### config.mk
export PLATFORM = sky130hd
export DESIGN_NAME = ipfm_top
export DESIGN_NICKNAME = d
export VERILOG_FILES = /design/src/ipfm_pkg.sv /design/src/ipfm_sync_if.sv /design/src/ipfm_sync.sv /design/src/ipfm_top.sv
export SDC_FILE = /design/constraint.sdc
export NUM_CORES = 1
export LEC_CHECK = 0
export BUFFER_PORTS_ARGS = -buffer_cell sky130_fd_sc_hd__buf_2
export CORE_MARGIN = 2
export CORE_UTILIZATION = 40
export CTS_CLUSTER_DIAMETER = 200
export DETAILED_ROUTE_END_ITERATION = 8
export PLACE_DENSITY = 0.67
export SLEW_MARGIN = 5
export SYNTH_ARGS = -nofsm -noshare
export SYNTH_HDL_FRONTEND = slang
export SYNTH_SLANG_ARGS = --single-unit
### constraint.sdc
create_clock -name clk_i -period 1.7 [get_ports clk_i]
set_clock_uncertainty 0.15 [all_clocks]
set_input_delay 0.17 -clock clk_i [delete_from_list [all_inputs] [get_ports clk_i]]
set_output_delay 0.17 -clock clk_i [all_outputs]
set_load 0.01 [all_outputs]
### src/ipfm_pkg.sv
// Constants shared by the interrupt pin function mux files
package ipfm_pkg;
  // ************************************************************
  // Register map (byte addresses)
  // ************************************************************
  localparam logic [7:0] OFF_CTRL = 8'h00;
  localparam logic [7:0] OFF_TIMER = 8'h04;
  localparam logic [7:0] OFF_STATUS = 8'h08;
  localparam int ADR_W = 8;

  // ************************************************************
  // Control register fields
  // ************************************************************
  localparam int CTRL_FN_LSB = 0;
  localparam int CTRL_SENSE_LSB = 3;
  localparam int CTRL_CORE_EDGE = 5;
  localparam int CTRL_GP_OE = 6;
  localparam int CTRL_GP_OUT = 7;
  localparam logic [31:0] CTRL_RESET = 32'h0000_0000;

  // Timer register fields
  localparam int TMR_FN_LSB = 0;
  localparam int TMR_OE_LSB = 8;
  localparam int TMR_OUT_LSB = 16;
  localparam logic [31:0] TIMER_RESET = 32'h0000_0000;
  localparam int TMR_N = 8;

  // Status register fields
  localparam int ST_PAD = 0;
  localparam int ST_EXT = 1;
  localparam int ST_DTR = 2;
  localparam int ST_CORE = 3;
  localparam int ST_SEL = 4;
  localparam int ST_TPAD_LSB = 8;

  // ************************************************************
  // Pad functions and sense modes
  // ************************************************************
  localparam logic [2:0] FN_GPIO = 3'h0;
  localparam logic [2:0] FN_IRQ = 3'h1;
  localparam logic [2:0] FN_CODEC = 3'h2;
  localparam logic [2:0] FN_DTR = 3'h3;
  localparam logic [2:0] FN_SCLK = 3'h4;
  localparam logic [2:0] FN_JTAG = 3'h7;
  localparam logic [1:0] SENSE_LEVEL = 2'h0;
  localparam logic [1:0] SENSE_RISE = 2'h1;
  localparam logic [1:0] SENSE_FALL = 2'h2;

  // ************************************************************
  // Pin synchroniser lanes
  // ************************************************************
  localparam int PIN_N = 5;
  localparam int PIN_TMS = 0;
  localparam int PIN_PAD = 1;
  localparam int PIN_CORE = 2;
  localparam int PIN_SEL = 3;
  localparam int PIN_CODEC = 4;
  // Pulled-up pins idle high, the select idles low
  localparam logic [4:0] PIN_INIT = 5'h17;
  localparam logic [7:0] TPAD_INIT = 8'h00;
endpackage

### src/ipfm_sync_if.sv
// Interface between a pin synchroniser and its user
`timescale 1ns/100ps
interface ipfm_sync_if #(parameter int W = 1);
  logic [W-1:0] raw;
  logic [W-1:0] level;
  logic [W-1:0] rise;
  logic [W-1:0] fall;
  modport src (input raw, output level, output rise, output fall);
  modport dst (output raw, input level, input rise, input fall);
endinterface

### src/ipfm_sync.sv
// Two-stage pin synchroniser with edge detection
`timescale 1ns/100ps
module ipfm_sync #(
  parameter int W = 1,
  parameter logic [W-1:0] INIT = '0
) (
  // Clock and reset
  input wire logic clk_i,
  input wire logic rst_i,
  // Synchronised pins
  ipfm_sync_if.src s
);
  logic [W-1:0] meta;
  logic [W-1:0] stable;
  logic [W-1:0] prev;

  // First stage feeds only the second
  always_ff @(posedge clk_i) begin
    if (rst_i) begin
      meta <= INIT;
      stable <= INIT;
      prev <= INIT;
    end else begin
      meta <= s.raw;
      stable <= meta;
      prev <= stable;
    end
  end

  assign s.level = stable;
  assign s.rise = stable & ~prev;
  assign s.fall = ~stable & prev;
endmodule

### src/ipfm_top.sv
// Pin function mux: interrupt pad, core request, JTAG select, timer pads
// Functional notes
// - Select low: pad serves interrupt logic or GPIO, as software picks.
// - Pad interrupt senses active level, rising edge or falling edge.
// - Codec function feeds pad into codec receive path, primary pin off.
// - Terminal-ready function raises serial port interrupt on both edges.
// - Serial clock function passes pad as UART input clock.
// - After reset pad is GPIO input; GPIO whenever no other function.
// - Select high: pad drives TAP mode select, dedicated pin cut off.
// - TAP samples mode select on rising TCK; host keeps it valid there.
// - Active-low core request is level or falling-edge sensitive, maskable; here no mask bit exists, core_irq_req_o is never masked.
// - Core request while core stopped wakes the core.
// - Pull resistors disconnected whenever the pad is an output.
// - Eight timer pads carry timer outputs, else GPIO, input after reset.
//
// Design decisions made here: the register offsets and the Wishbone slave port.
`timescale 1ns/100ps
module ipfm_top (
  // Clock and reset
  input wire logic clk_i,
  input wire logic rst_i,
  // Wishbone slave
  input wire logic wb_cyc_i,
  input wire logic wb_stb_i,
  input wire logic wb_we_i,
  input wire logic [7:0] wb_adr_i,
  input wire logic [3:0] wb_sel_i,
  input wire logic [31:0] wb_dat_i,
  output logic [31:0] wb_dat_o,
  output logic wb_ack_o,
  // Global pin function select pin
  input wire logic pin_function_select_i,
  // Multi-function interrupt pad seven
  input wire logic external_irq_line_seven_i,
  output logic external_irq_line_seven_o,
  output logic external_irq_line_seven_oe_o,
  output logic external_irq_line_seven_pull_en_o,
  // JTAG mode select
  input wire logic tms_pin_i,
  output logic tap_tms_o,
  // Codec receive data
  input wire logic codec_rx_data_primary_i,
  output logic codec_rx_data_o,
  output logic codec_rx_primary_en_o,
  // Serial data port
  output logic uart_clk_o,
  output logic sdp_irq_o,
  // External interrupt to the interrupt logic
  output logic ext_irq_o,
  // Signal core request and stop state
  input wire logic signal_core_irq_n_i,
  input wire logic core_stop_i,
  output logic core_irq_req_o,
  output logic core_wake_o,
  // Timer pads
  input wire logic [7:0] timer_i,
  input wire logic [7:0] timer_output_lines_i,
  output logic [7:0] timer_output_lines_o,
  output logic [7:0] timer_output_lines_oe_o
);
  // ************************************************************
  // Pin synchronisers
  // ************************************************************
  ipfm_sync_if #(.W(ipfm_pkg::PIN_N)) pins ();
  ipfm_sync_if #(.W(ipfm_pkg::TMR_N)) tpads ();

  assign pins.raw = {codec_rx_data_primary_i, pin_function_select_i, signal_core_irq_n_i,
                     external_irq_line_seven_i, tms_pin_i};
  assign tpads.raw = timer_output_lines_i;

  ipfm_sync #(.W(ipfm_pkg::PIN_N), .INIT(ipfm_pkg::PIN_INIT)) u_pin_sync (
    .clk_i(clk_i),
    .rst_i(rst_i),
    .s(pins)
  );

  ipfm_sync #(.W(ipfm_pkg::TMR_N), .INIT(ipfm_pkg::TPAD_INIT)) u_tpad_sync (
    .clk_i(clk_i),
    .rst_i(rst_i),
    .s(tpads)
  );

  logic sel_hi;
  logic pad_lvl;
  logic pad_rise;
  logic pad_fall;
  logic core_lvl;
  logic core_fall;
  assign sel_hi = pins.level[ipfm_pkg::PIN_SEL];
  assign pad_lvl = pins.level[ipfm_pkg::PIN_PAD];
  assign pad_rise = pins.rise[ipfm_pkg::PIN_PAD];
  assign pad_fall = pins.fall[ipfm_pkg::PIN_PAD];
  assign core_lvl = pins.level[ipfm_pkg::PIN_CORE];
  assign core_fall = pins.fall[ipfm_pkg::PIN_CORE];

  // ************************************************************
  // Register file
  // ************************************************************
  logic [31:0] ctrl;
  logic [31:0] tmr;
  logic ext_pend;
  logic dtr_pend;
  logic core_pend;
  logic req;
  logic wr;
  logic hit_ctrl;
  logic hit_tmr;
  logic hit_status;

  assign req = wb_cyc_i & wb_stb_i;
  // Writes land on the edge where the master samples ack
  assign wr = req & wb_we_i & wb_ack_o;
  assign hit_ctrl = {wb_adr_i[7:2], 2'h0} == ipfm_pkg::OFF_CTRL;
  assign hit_tmr = {wb_adr_i[7:2], 2'h0} == ipfm_pkg::OFF_TIMER;
  assign hit_status = {wb_adr_i[7:2], 2'h0} == ipfm_pkg::OFF_STATUS;

  always_ff @(posedge clk_i) begin
    if (rst_i) begin
      wb_ack_o <= 1'b0;
    end else begin
      wb_ack_o <= req & ~wb_ack_o;
    end
  end

  always_ff @(posedge clk_i) begin
    if (rst_i) begin
      ctrl <= ipfm_pkg::CTRL_RESET;
      tmr <= ipfm_pkg::TIMER_RESET;
    end else if (wr) begin
      for (int b = 0; b < 4; b++) begin
        if (wb_sel_i[b] && hit_ctrl) begin
          ctrl[8*b +: 8] <= wb_dat_i[8*b +: 8];
        end
        if (wb_sel_i[b] && hit_tmr) begin
          tmr[8*b +: 8] <= wb_dat_i[8*b +: 8];
        end
      end
    end
  end

  logic [2:0] fn_raw;
  logic [1:0] sense;
  logic core_edge;
  logic [2:0] eff_fn;
  assign fn_raw = ctrl[ipfm_pkg::CTRL_FN_LSB +: 3];
  assign sense = ctrl[ipfm_pkg::CTRL_SENSE_LSB +: 2];
  assign core_edge = ctrl[ipfm_pkg::CTRL_CORE_EDGE];

  // Global select beats the field; unknown codes fall back to GPIO
  always_comb begin
    if (sel_hi) begin
      eff_fn = ipfm_pkg::FN_JTAG;
    end else if (fn_raw > ipfm_pkg::FN_SCLK) begin
      eff_fn = ipfm_pkg::FN_GPIO;
    end else begin
      eff_fn = fn_raw;
    end
  end

  logic [31:0] status;
  always_comb begin
    status = 32'h0000_0000;
    status[ipfm_pkg::ST_PAD] = pad_lvl;
    status[ipfm_pkg::ST_EXT] = ext_pend;
    status[ipfm_pkg::ST_DTR] = dtr_pend;
    status[ipfm_pkg::ST_CORE] = core_pend;
    status[ipfm_pkg::ST_SEL] = sel_hi;
    status[ipfm_pkg::ST_TPAD_LSB +: 8] = tpads.level;
  end

  always_ff @(posedge clk_i) begin
    if (rst_i) begin
      wb_dat_o <= 32'h0000_0000;
    end else if (req && !wb_ack_o) begin
      if (hit_ctrl) begin
        wb_dat_o <= ctrl;
      end else if (hit_tmr) begin
        wb_dat_o <= tmr;
      end else if (hit_status) begin
        wb_dat_o <= status;
      end else begin
        wb_dat_o <= 32'h0000_0000;
      end
    end
  end

  // ************************************************************
  // Sticky pending flags, write one to clear, set wins
  // ************************************************************
  logic clr_ok;
  logic ext_set;
  logic dtr_set;
  logic core_set;
  assign clr_ok = wr & hit_status & wb_sel_i[0];
  assign ext_set = (eff_fn == ipfm_pkg::FN_IRQ) &&
                   (((sense == ipfm_pkg::SENSE_RISE) && pad_rise) ||
                    ((sense == ipfm_pkg::SENSE_FALL) && pad_fall));
  assign dtr_set = (eff_fn == ipfm_pkg::FN_DTR) && (pad_rise || pad_fall);
  assign core_set = core_edge && core_fall;

  always_ff @(posedge clk_i) begin
    if (rst_i) begin
      ext_pend <= 1'b0;
      dtr_pend <= 1'b0;
      core_pend <= 1'b0;
    end else begin
      ext_pend <= (ext_pend & ~(clr_ok & wb_dat_i[ipfm_pkg::ST_EXT])) | ext_set;
      dtr_pend <= (dtr_pend & ~(clr_ok & wb_dat_i[ipfm_pkg::ST_DTR])) | dtr_set;
      core_pend <= (core_pend & ~(clr_ok & wb_dat_i[ipfm_pkg::ST_CORE])) | core_set;
    end
  end

  // ************************************************************
  // Pad seven drive and function routing
  // ************************************************************
  logic next_oe;
  assign next_oe = (eff_fn == ipfm_pkg::FN_GPIO) && ctrl[ipfm_pkg::CTRL_GP_OE];

  always_ff @(posedge clk_i) begin
    if (rst_i) begin
      external_irq_line_seven_o <= 1'b0;
      external_irq_line_seven_oe_o <= 1'b0;
      external_irq_line_seven_pull_en_o <= 1'b1;
    end else begin
      external_irq_line_seven_o <= ctrl[ipfm_pkg::CTRL_GP_OUT];
      external_irq_line_seven_oe_o <= next_oe;
      external_irq_line_seven_pull_en_o <= ~next_oe;
    end
  end

  // Registering adds 100 to 150 ns of lag, so TCK must stay well below 20 MHz
  always_ff @(posedge clk_i) begin
    if (rst_i) begin
      tap_tms_o <= 1'b1;
    end else if (sel_hi) begin
      tap_tms_o <= pad_lvl;
    end else begin
      tap_tms_o <= pins.level[ipfm_pkg::PIN_TMS];
    end
  end

  always_ff @(posedge clk_i) begin
    if (rst_i) begin
      codec_rx_data_o <= 1'b0;
      codec_rx_primary_en_o <= 1'b1;
      uart_clk_o <= 1'b0;
    end else begin
      codec_rx_primary_en_o <= eff_fn != ipfm_pkg::FN_CODEC;
      codec_rx_data_o <= (eff_fn == ipfm_pkg::FN_CODEC) ? pad_lvl :
                         pins.level[ipfm_pkg::PIN_CODEC];
      uart_clk_o <= (eff_fn == ipfm_pkg::FN_SCLK) && pad_lvl;
    end
  end

  // ************************************************************
  // Interrupt outputs
  // ************************************************************
  always_ff @(posedge clk_i) begin
    if (rst_i) begin
      ext_irq_o <= 1'b0;
      sdp_irq_o <= 1'b0;
      core_irq_req_o <= 1'b0;
      core_wake_o <= 1'b0;
    end else begin
      // Level mode treats a low pad as active, matching its pull-up
      if (eff_fn != ipfm_pkg::FN_IRQ) begin
        ext_irq_o <= 1'b0;
      end else if (sense == ipfm_pkg::SENSE_RISE || sense == ipfm_pkg::SENSE_FALL) begin
        ext_irq_o <= ext_pend | ext_set;
      end else begin
        ext_irq_o <= ~pad_lvl;
      end
      sdp_irq_o <= dtr_pend | dtr_set;
      core_irq_req_o <= core_edge ? (core_pend | core_set) : ~core_lvl;
      core_wake_o <= core_stop_i & ~core_lvl;
    end
  end

  // ************************************************************
  // Timer pads
  // ************************************************************
  logic [7:0] tfn;
  assign tfn = tmr[ipfm_pkg::TMR_FN_LSB +: 8];

  always_ff @(posedge clk_i) begin
    if (rst_i) begin
      timer_output_lines_o <= 8'h00;
      timer_output_lines_oe_o <= 8'h00;
    end else begin
      timer_output_lines_o <= (tfn & timer_i) | (~tfn & tmr[ipfm_pkg::TMR_OUT_LSB +: 8]);
      timer_output_lines_oe_o <= tfn | tmr[ipfm_pkg::TMR_OE_LSB +: 8];
    end
  end
endmodule

# Yosys cells after proc, flatten, opt, wreduce, memory -nomap -nowiden
# Cells that the tools add are included.
word_totals:
  inputBits: 71
  output_inout_bits: 60
  reg_bits: 156
classes:
  n_eq_ne: 10
  n_bitwise: 35
  n_lt_le_gt_ge: 1
  n_reduce_logical: 31
  muxes: 9
op_table:
  columns: ["op", "n"]
  rows:
  - ["32-bit two-way mux", 2]
  - ["8-bit AND", 2]
  - ["1-bit logical AND", 16]
  - ["16-bit two-way mux", 1]
  - ["8-bit OR", 2]
  - ["2-bit AND reduction", 8]
  - ["1-bit AND", 13]
  - ["8-bit NOT", 1]
  - ["1-bit NOT", 7]
  - ["3-bit by 2-bit equality test with 1-bit output, second input constant", 2]
  - ["6-bit by 1-bit equality test with 1-bit output, second input constant", 1]
  - ["6-bit by 2-bit equality test with 1-bit output, second input constant", 1]
  - ["6-bit logical NOT", 1]
  - ["3-bit two-way mux", 2]
  - ["1-bit OR", 6]
  - ["1-bit two-way mux", 4]
  - ["3-bit AND", 1]
  - ["3-bit by 1-bit equality test with 1-bit output, second input constant", 1]
  - ["3-bit equality test, second input constant", 1]
  - ["3-bit > comparator, second input constant", 1]
  - ["3-bit logical NOT", 1]
  - ["1-bit logical OR", 3]
  - ["3-bit by 1-bit != test with 1-bit output, second input constant", 1]
  - ["3-bit by 2-bit != test with 1-bit output, second input constant", 1]
  - ["7 further kinds", 7]

# Logic depth before layout (Yosys ltp)
logic_depth:
  depth_word: 9
  depth_mapped: 5

# Modules after synthesis
# From an unflattened synthesis, not the netlist that was laid out.
hier_totals:
  hier_cells: 666
  hier_area_um2: 6750.2
by_module_without_submodules:
  columns: ["module", "cells_each", "area_each_um2", "n_inst", "seq_area_each_um2"]
  rows:
  - ["ipfm_top", 559, 5481.5, 1, 2542.4]
  - ["ipfm_sync at u_tpad_sync", 66, 793.3, 1, 480.5]
  - ["ipfm_sync at u_pin_sync", 41, 475.5, 1, 300.3]

# Least setup slack after synthesis
# No wires, ideal clock.
synth_path:
  path_type: "reg2reg"
  start: "reg wb_ack_o"
  end: "reg ctrl[0]"
  path_stages_with_launch: 6
  slack_ps: 126
  required_ps: 1478
  t_arrival_ps: 1352
  cell_sequence: "dfxtp_1 > and4_1 > buf_2 > and4_1 > buf_4 > mux2i_1"
synth_via:
  elab_chain_len: 2
synth_rtl:
  columns: ["item", "line", "rtl"]
  rows:
  - ["start, declared", "ipfm_top.sv:30", "output logic wb_ack_o,"]
  - ["start signal, assigned", "ipfm_top.sv:121", "wb_ack_o <= req & ~wb_ack_o;"]
  - ["1-bit AND", "ipfm_top.sv:112", "assign wr = req & wb_we_i & wb_ack_o;"]
  - ["2-bit AND reduction (no line)", null, null]
  - ["end signal, assigned", "ipfm_top.sv:127", "ctrl <= ipfm_pkg::CTRL_RESET;"]
  - ["end signal, assigned by index", "ipfm_top.sv:132", "ctrl[8*b +: 8] <= wb_dat_i[8*b +: 8];"]
  - ["end, declared", "ipfm_top.sv:99", "logic [31:0] ctrl;"]
# Every way passes these cells.
# A chain may end at the register's enable or synchronous reset.

# Final worst setup path
layout_path:
  start: "reg wb_ack_o"
  end: "reg ctrl[8]"
# The elaborated chain is that of the path after synthesis.

==> key figures <==
Outcome
  – Status: finished, final reports clean

Clock network
  – Clk slew on worst S/H paths: 60 ps
  – Clk Latency, worst-skew pair: 430 ps
  – CTS Sinks: 155
  – H-tree depth: 4
  – Clock tree from TritonCTS: done
  – CTS max path bufs: 2
  – Root buffer selected by CTS: clkbuf_16
  – CTS Buf Count: 17

STA
  – RSZ-0062 raised after global routing: no
  – Worst Max-Slew Pin Slew: ~530 ps
  – Hold Violations, Final: 0
  – Minimum clock period: 1607 ps
  – Fmax: 622.5 MHz
  – Max-slew violation count: 0
  – Final Setup Violations: 0
  – PnR worst setup slack: 93.50 ps
  – Final period util: 94.50%
  – Slew headroom: 64.78%

Setup path
  – Reg-to-Reg Start: wb_ack_o$_SDFF_PP0_
  – Crit. End Element: flop
  – Crit Path Class: flop to flop
  – Crit path DAT: 1810 ps
  – Crit path launch: wb_ack_o$_SDFF_PP0_
  – Crit-path max FO: 9
  – Crit path required time: 1900 ps
  – CP startpoint kind: flop

Floorplan
  – # IOs: 131
  – Die Footprint: 16860 um2
  – Initial Utilization: roughly 40%
  – Core ar.: about 16000 um2
  – Die W: 129.9 um
  – Vert. Die Dim: around 130 um
  – # rows: 46

Placed design
  – PortBufs: ~130
  – DP Area: 7406 um2
  – Hpwl dp: 11710 um
  – Placed insts: 962
  – Routability cong.: ~0.9
  – Place WS: -70.59 ps

Finish
  – Most common cell after layout, fill and taps aside: dfxtp_1
  – # fillers: 1430
  – Final Non-Filler Cells: 1050
  – Reg area: 3104 um2
  – Nets: 894
  – Share of cells above drive strength 1: 25.84%
  – Most frequent cells in the layout: dfxtp_1, buf_2, nand2b_1
  – Area Growth Syn to Fin: 36.53%
  – Util after Layout: 55.26%
  – Footprint of the multi-input gates: 2988 um2
  – Post-route design area: 8651 um2

Global routing
  – Overflow after GRT: 0
  – GRT Total Usage: 20.35%
  – First-pass GRT wire length: about 26000 um
  – Initial antenna violation count: 2
  – Vias in the first global route: 5149
  – Largest net degree at the start of global routing: 55

Drt
  – Routed vias: between 5k and 6k
  – DR DRC count: 0
  – Routed WL: 16890 um
  – Via density: about 5
  – Final antenna-violating net count: 0
  – Drt wl/cell: 16.09 um
  – Drt pass-1 iters: 5
  – Initial DRC Count: between 300 and 400

Synthesis
  – Seq/Total Area, Yosys: 48.97%
  – Synth async-reset ratio: 0%
  – Post-synth top area share: 48.97%
  – Syn Inst Count: 635
  – Syn Area/Cell: 9.978 um2
  – Cell accounting for the most synthesized area: dfxtp_1
  – Unique masters post-synth: 40
  – Post-Syn Nets: 710
  – Synth area leaders: dfxtp_1, mux2i_1, nand2b_1
  – Ys Warns: 0
  – Yosys reg bits: between 150 and 200
  – EDFF count, synth: 0
  – Post-Synthesis Cell Area: 6336 um2
  – Primary FF master, synth: dfxtp_1

Worst hold path
  – Hold Path Origin: wb_sel_i[2]
  – Hold Crit Class: primary input to flop

Run
  – Total of max-cap violations: 0

Power
  – Leakage: 3.627 nW
  – Max IR drop VDD: 0.7556 mV
  – Cell Pwr Density: 1021 nW/um2
## area by class of cell
| type | count | area share, % |
|---|---|---|
| Sequential cell | 155 | 35.88 |
| Multi-Input combinational cell | 424 | 34.54 |
| Timing Repair Buffer | 214 | 18.05 |
| Clock buffer | 17 | 4.918 |
| Clock inverter | 15 | 3.124 |
| Tap cell | 216 | 3.124 |
| Inverter | 7 | 0.3037 |
| Antenna cell | 2 | 0.05785 |
## cells by family (layout without fill, tap and decap cells)
group                      Yosys count  count (layout)  share of synthesized area (%)
buffers and inverters               56             253                          4.009
adders and majority gates            4               4                         0.7899
other                                0               2                              0
and+or+nand+nor                    285             285                          27.03
muxes                               77              77                          12.16
DFF                                155             155                          48.97
AOI/OAI and AO/OA                   57              57                          6.892
xor gates and xnor gates             1               1                         0.1383
## critical path, stage by stage, from the launching register on
cell,delay [ps]
dfxtp_2,350
and4_2,270
buf_12,150
and4_1,240
buf_12,150
mux2i_1,210
## path summary, 6_finish.rpt
kind / end / slack [ps] / cells after the start
worst max-delay path: ctrl[8]$_SDFFE_PP0P_ / 90 / 5
worst min-delay path: tmr[19]$_SDFFE_PP0P_ / 20 / 3
worst max register to register: ctrl[8]$_SDFFE_PP0P_ / 90 / 5
worst min register to register: u_pin_sync.s.level[1]$_SDFF_PP1_ / 260 / 1
## cell usage after synthesis (10+ instances only)
cell      number
dfxtp_1      155
or2_2         11
nor2b_1       22
buf_4         10
a311oi_1      27
and3b_1       10
mux2i_1       77
nor2_1        61
nand3_1       47
nand2b_1      98
clkbuf_1      33
## metal layers
layer | share of wire, % | GRT usage, %
met2 | 48 | 33.08
met1 | 45 | 25.97
met4 | 2.2 | 9.930
met3 | 5.1 | 4.018
met5 | 0 | 0
## state kept, by name, summed over array words and instances, names as in the netlist, 2 cells and up
name                     cells
ctrl                        32
timer_output_lines_o         8
timer_output_lines_oe_o      8
tmr                         32
u_pin_sync.meta              5
u_pin_sync.prev              2
u_pin_sync.s.level           5
u_tpad_sync.meta             8
u_tpad_sync.s.level          8
wb_dat_o                    32
## through the flow
stage               TNS [ps]  hold slack (ps)  power, mW
global placement      -211.9            207.3      4.360
CTS                        0            9.946      8.915
floorplan                  0            123.8      4.105
detailed placement    -963.5            208.8      4.370
global route               0            26.35      9.121
finish                     0            22.61      8.834
## report_power, final
| group | switching [mW] | internal [mW] |
|---|---|---|
| combinational | 0.311 | 0.329 |
| clock | 1.54 | 2.90 |
| sequential | 0.0405 | 3.71 |
| total | 1.89 | 6.94 |
## what timing repair did
action,in CTS,in global routing
hold buffers,54,0
resized for setup,0,3
endpoints found under the hold margin,88,0
setup endpoints to repair,0,25
setup buffers,0,0
(Power assumes the default switching activity.)
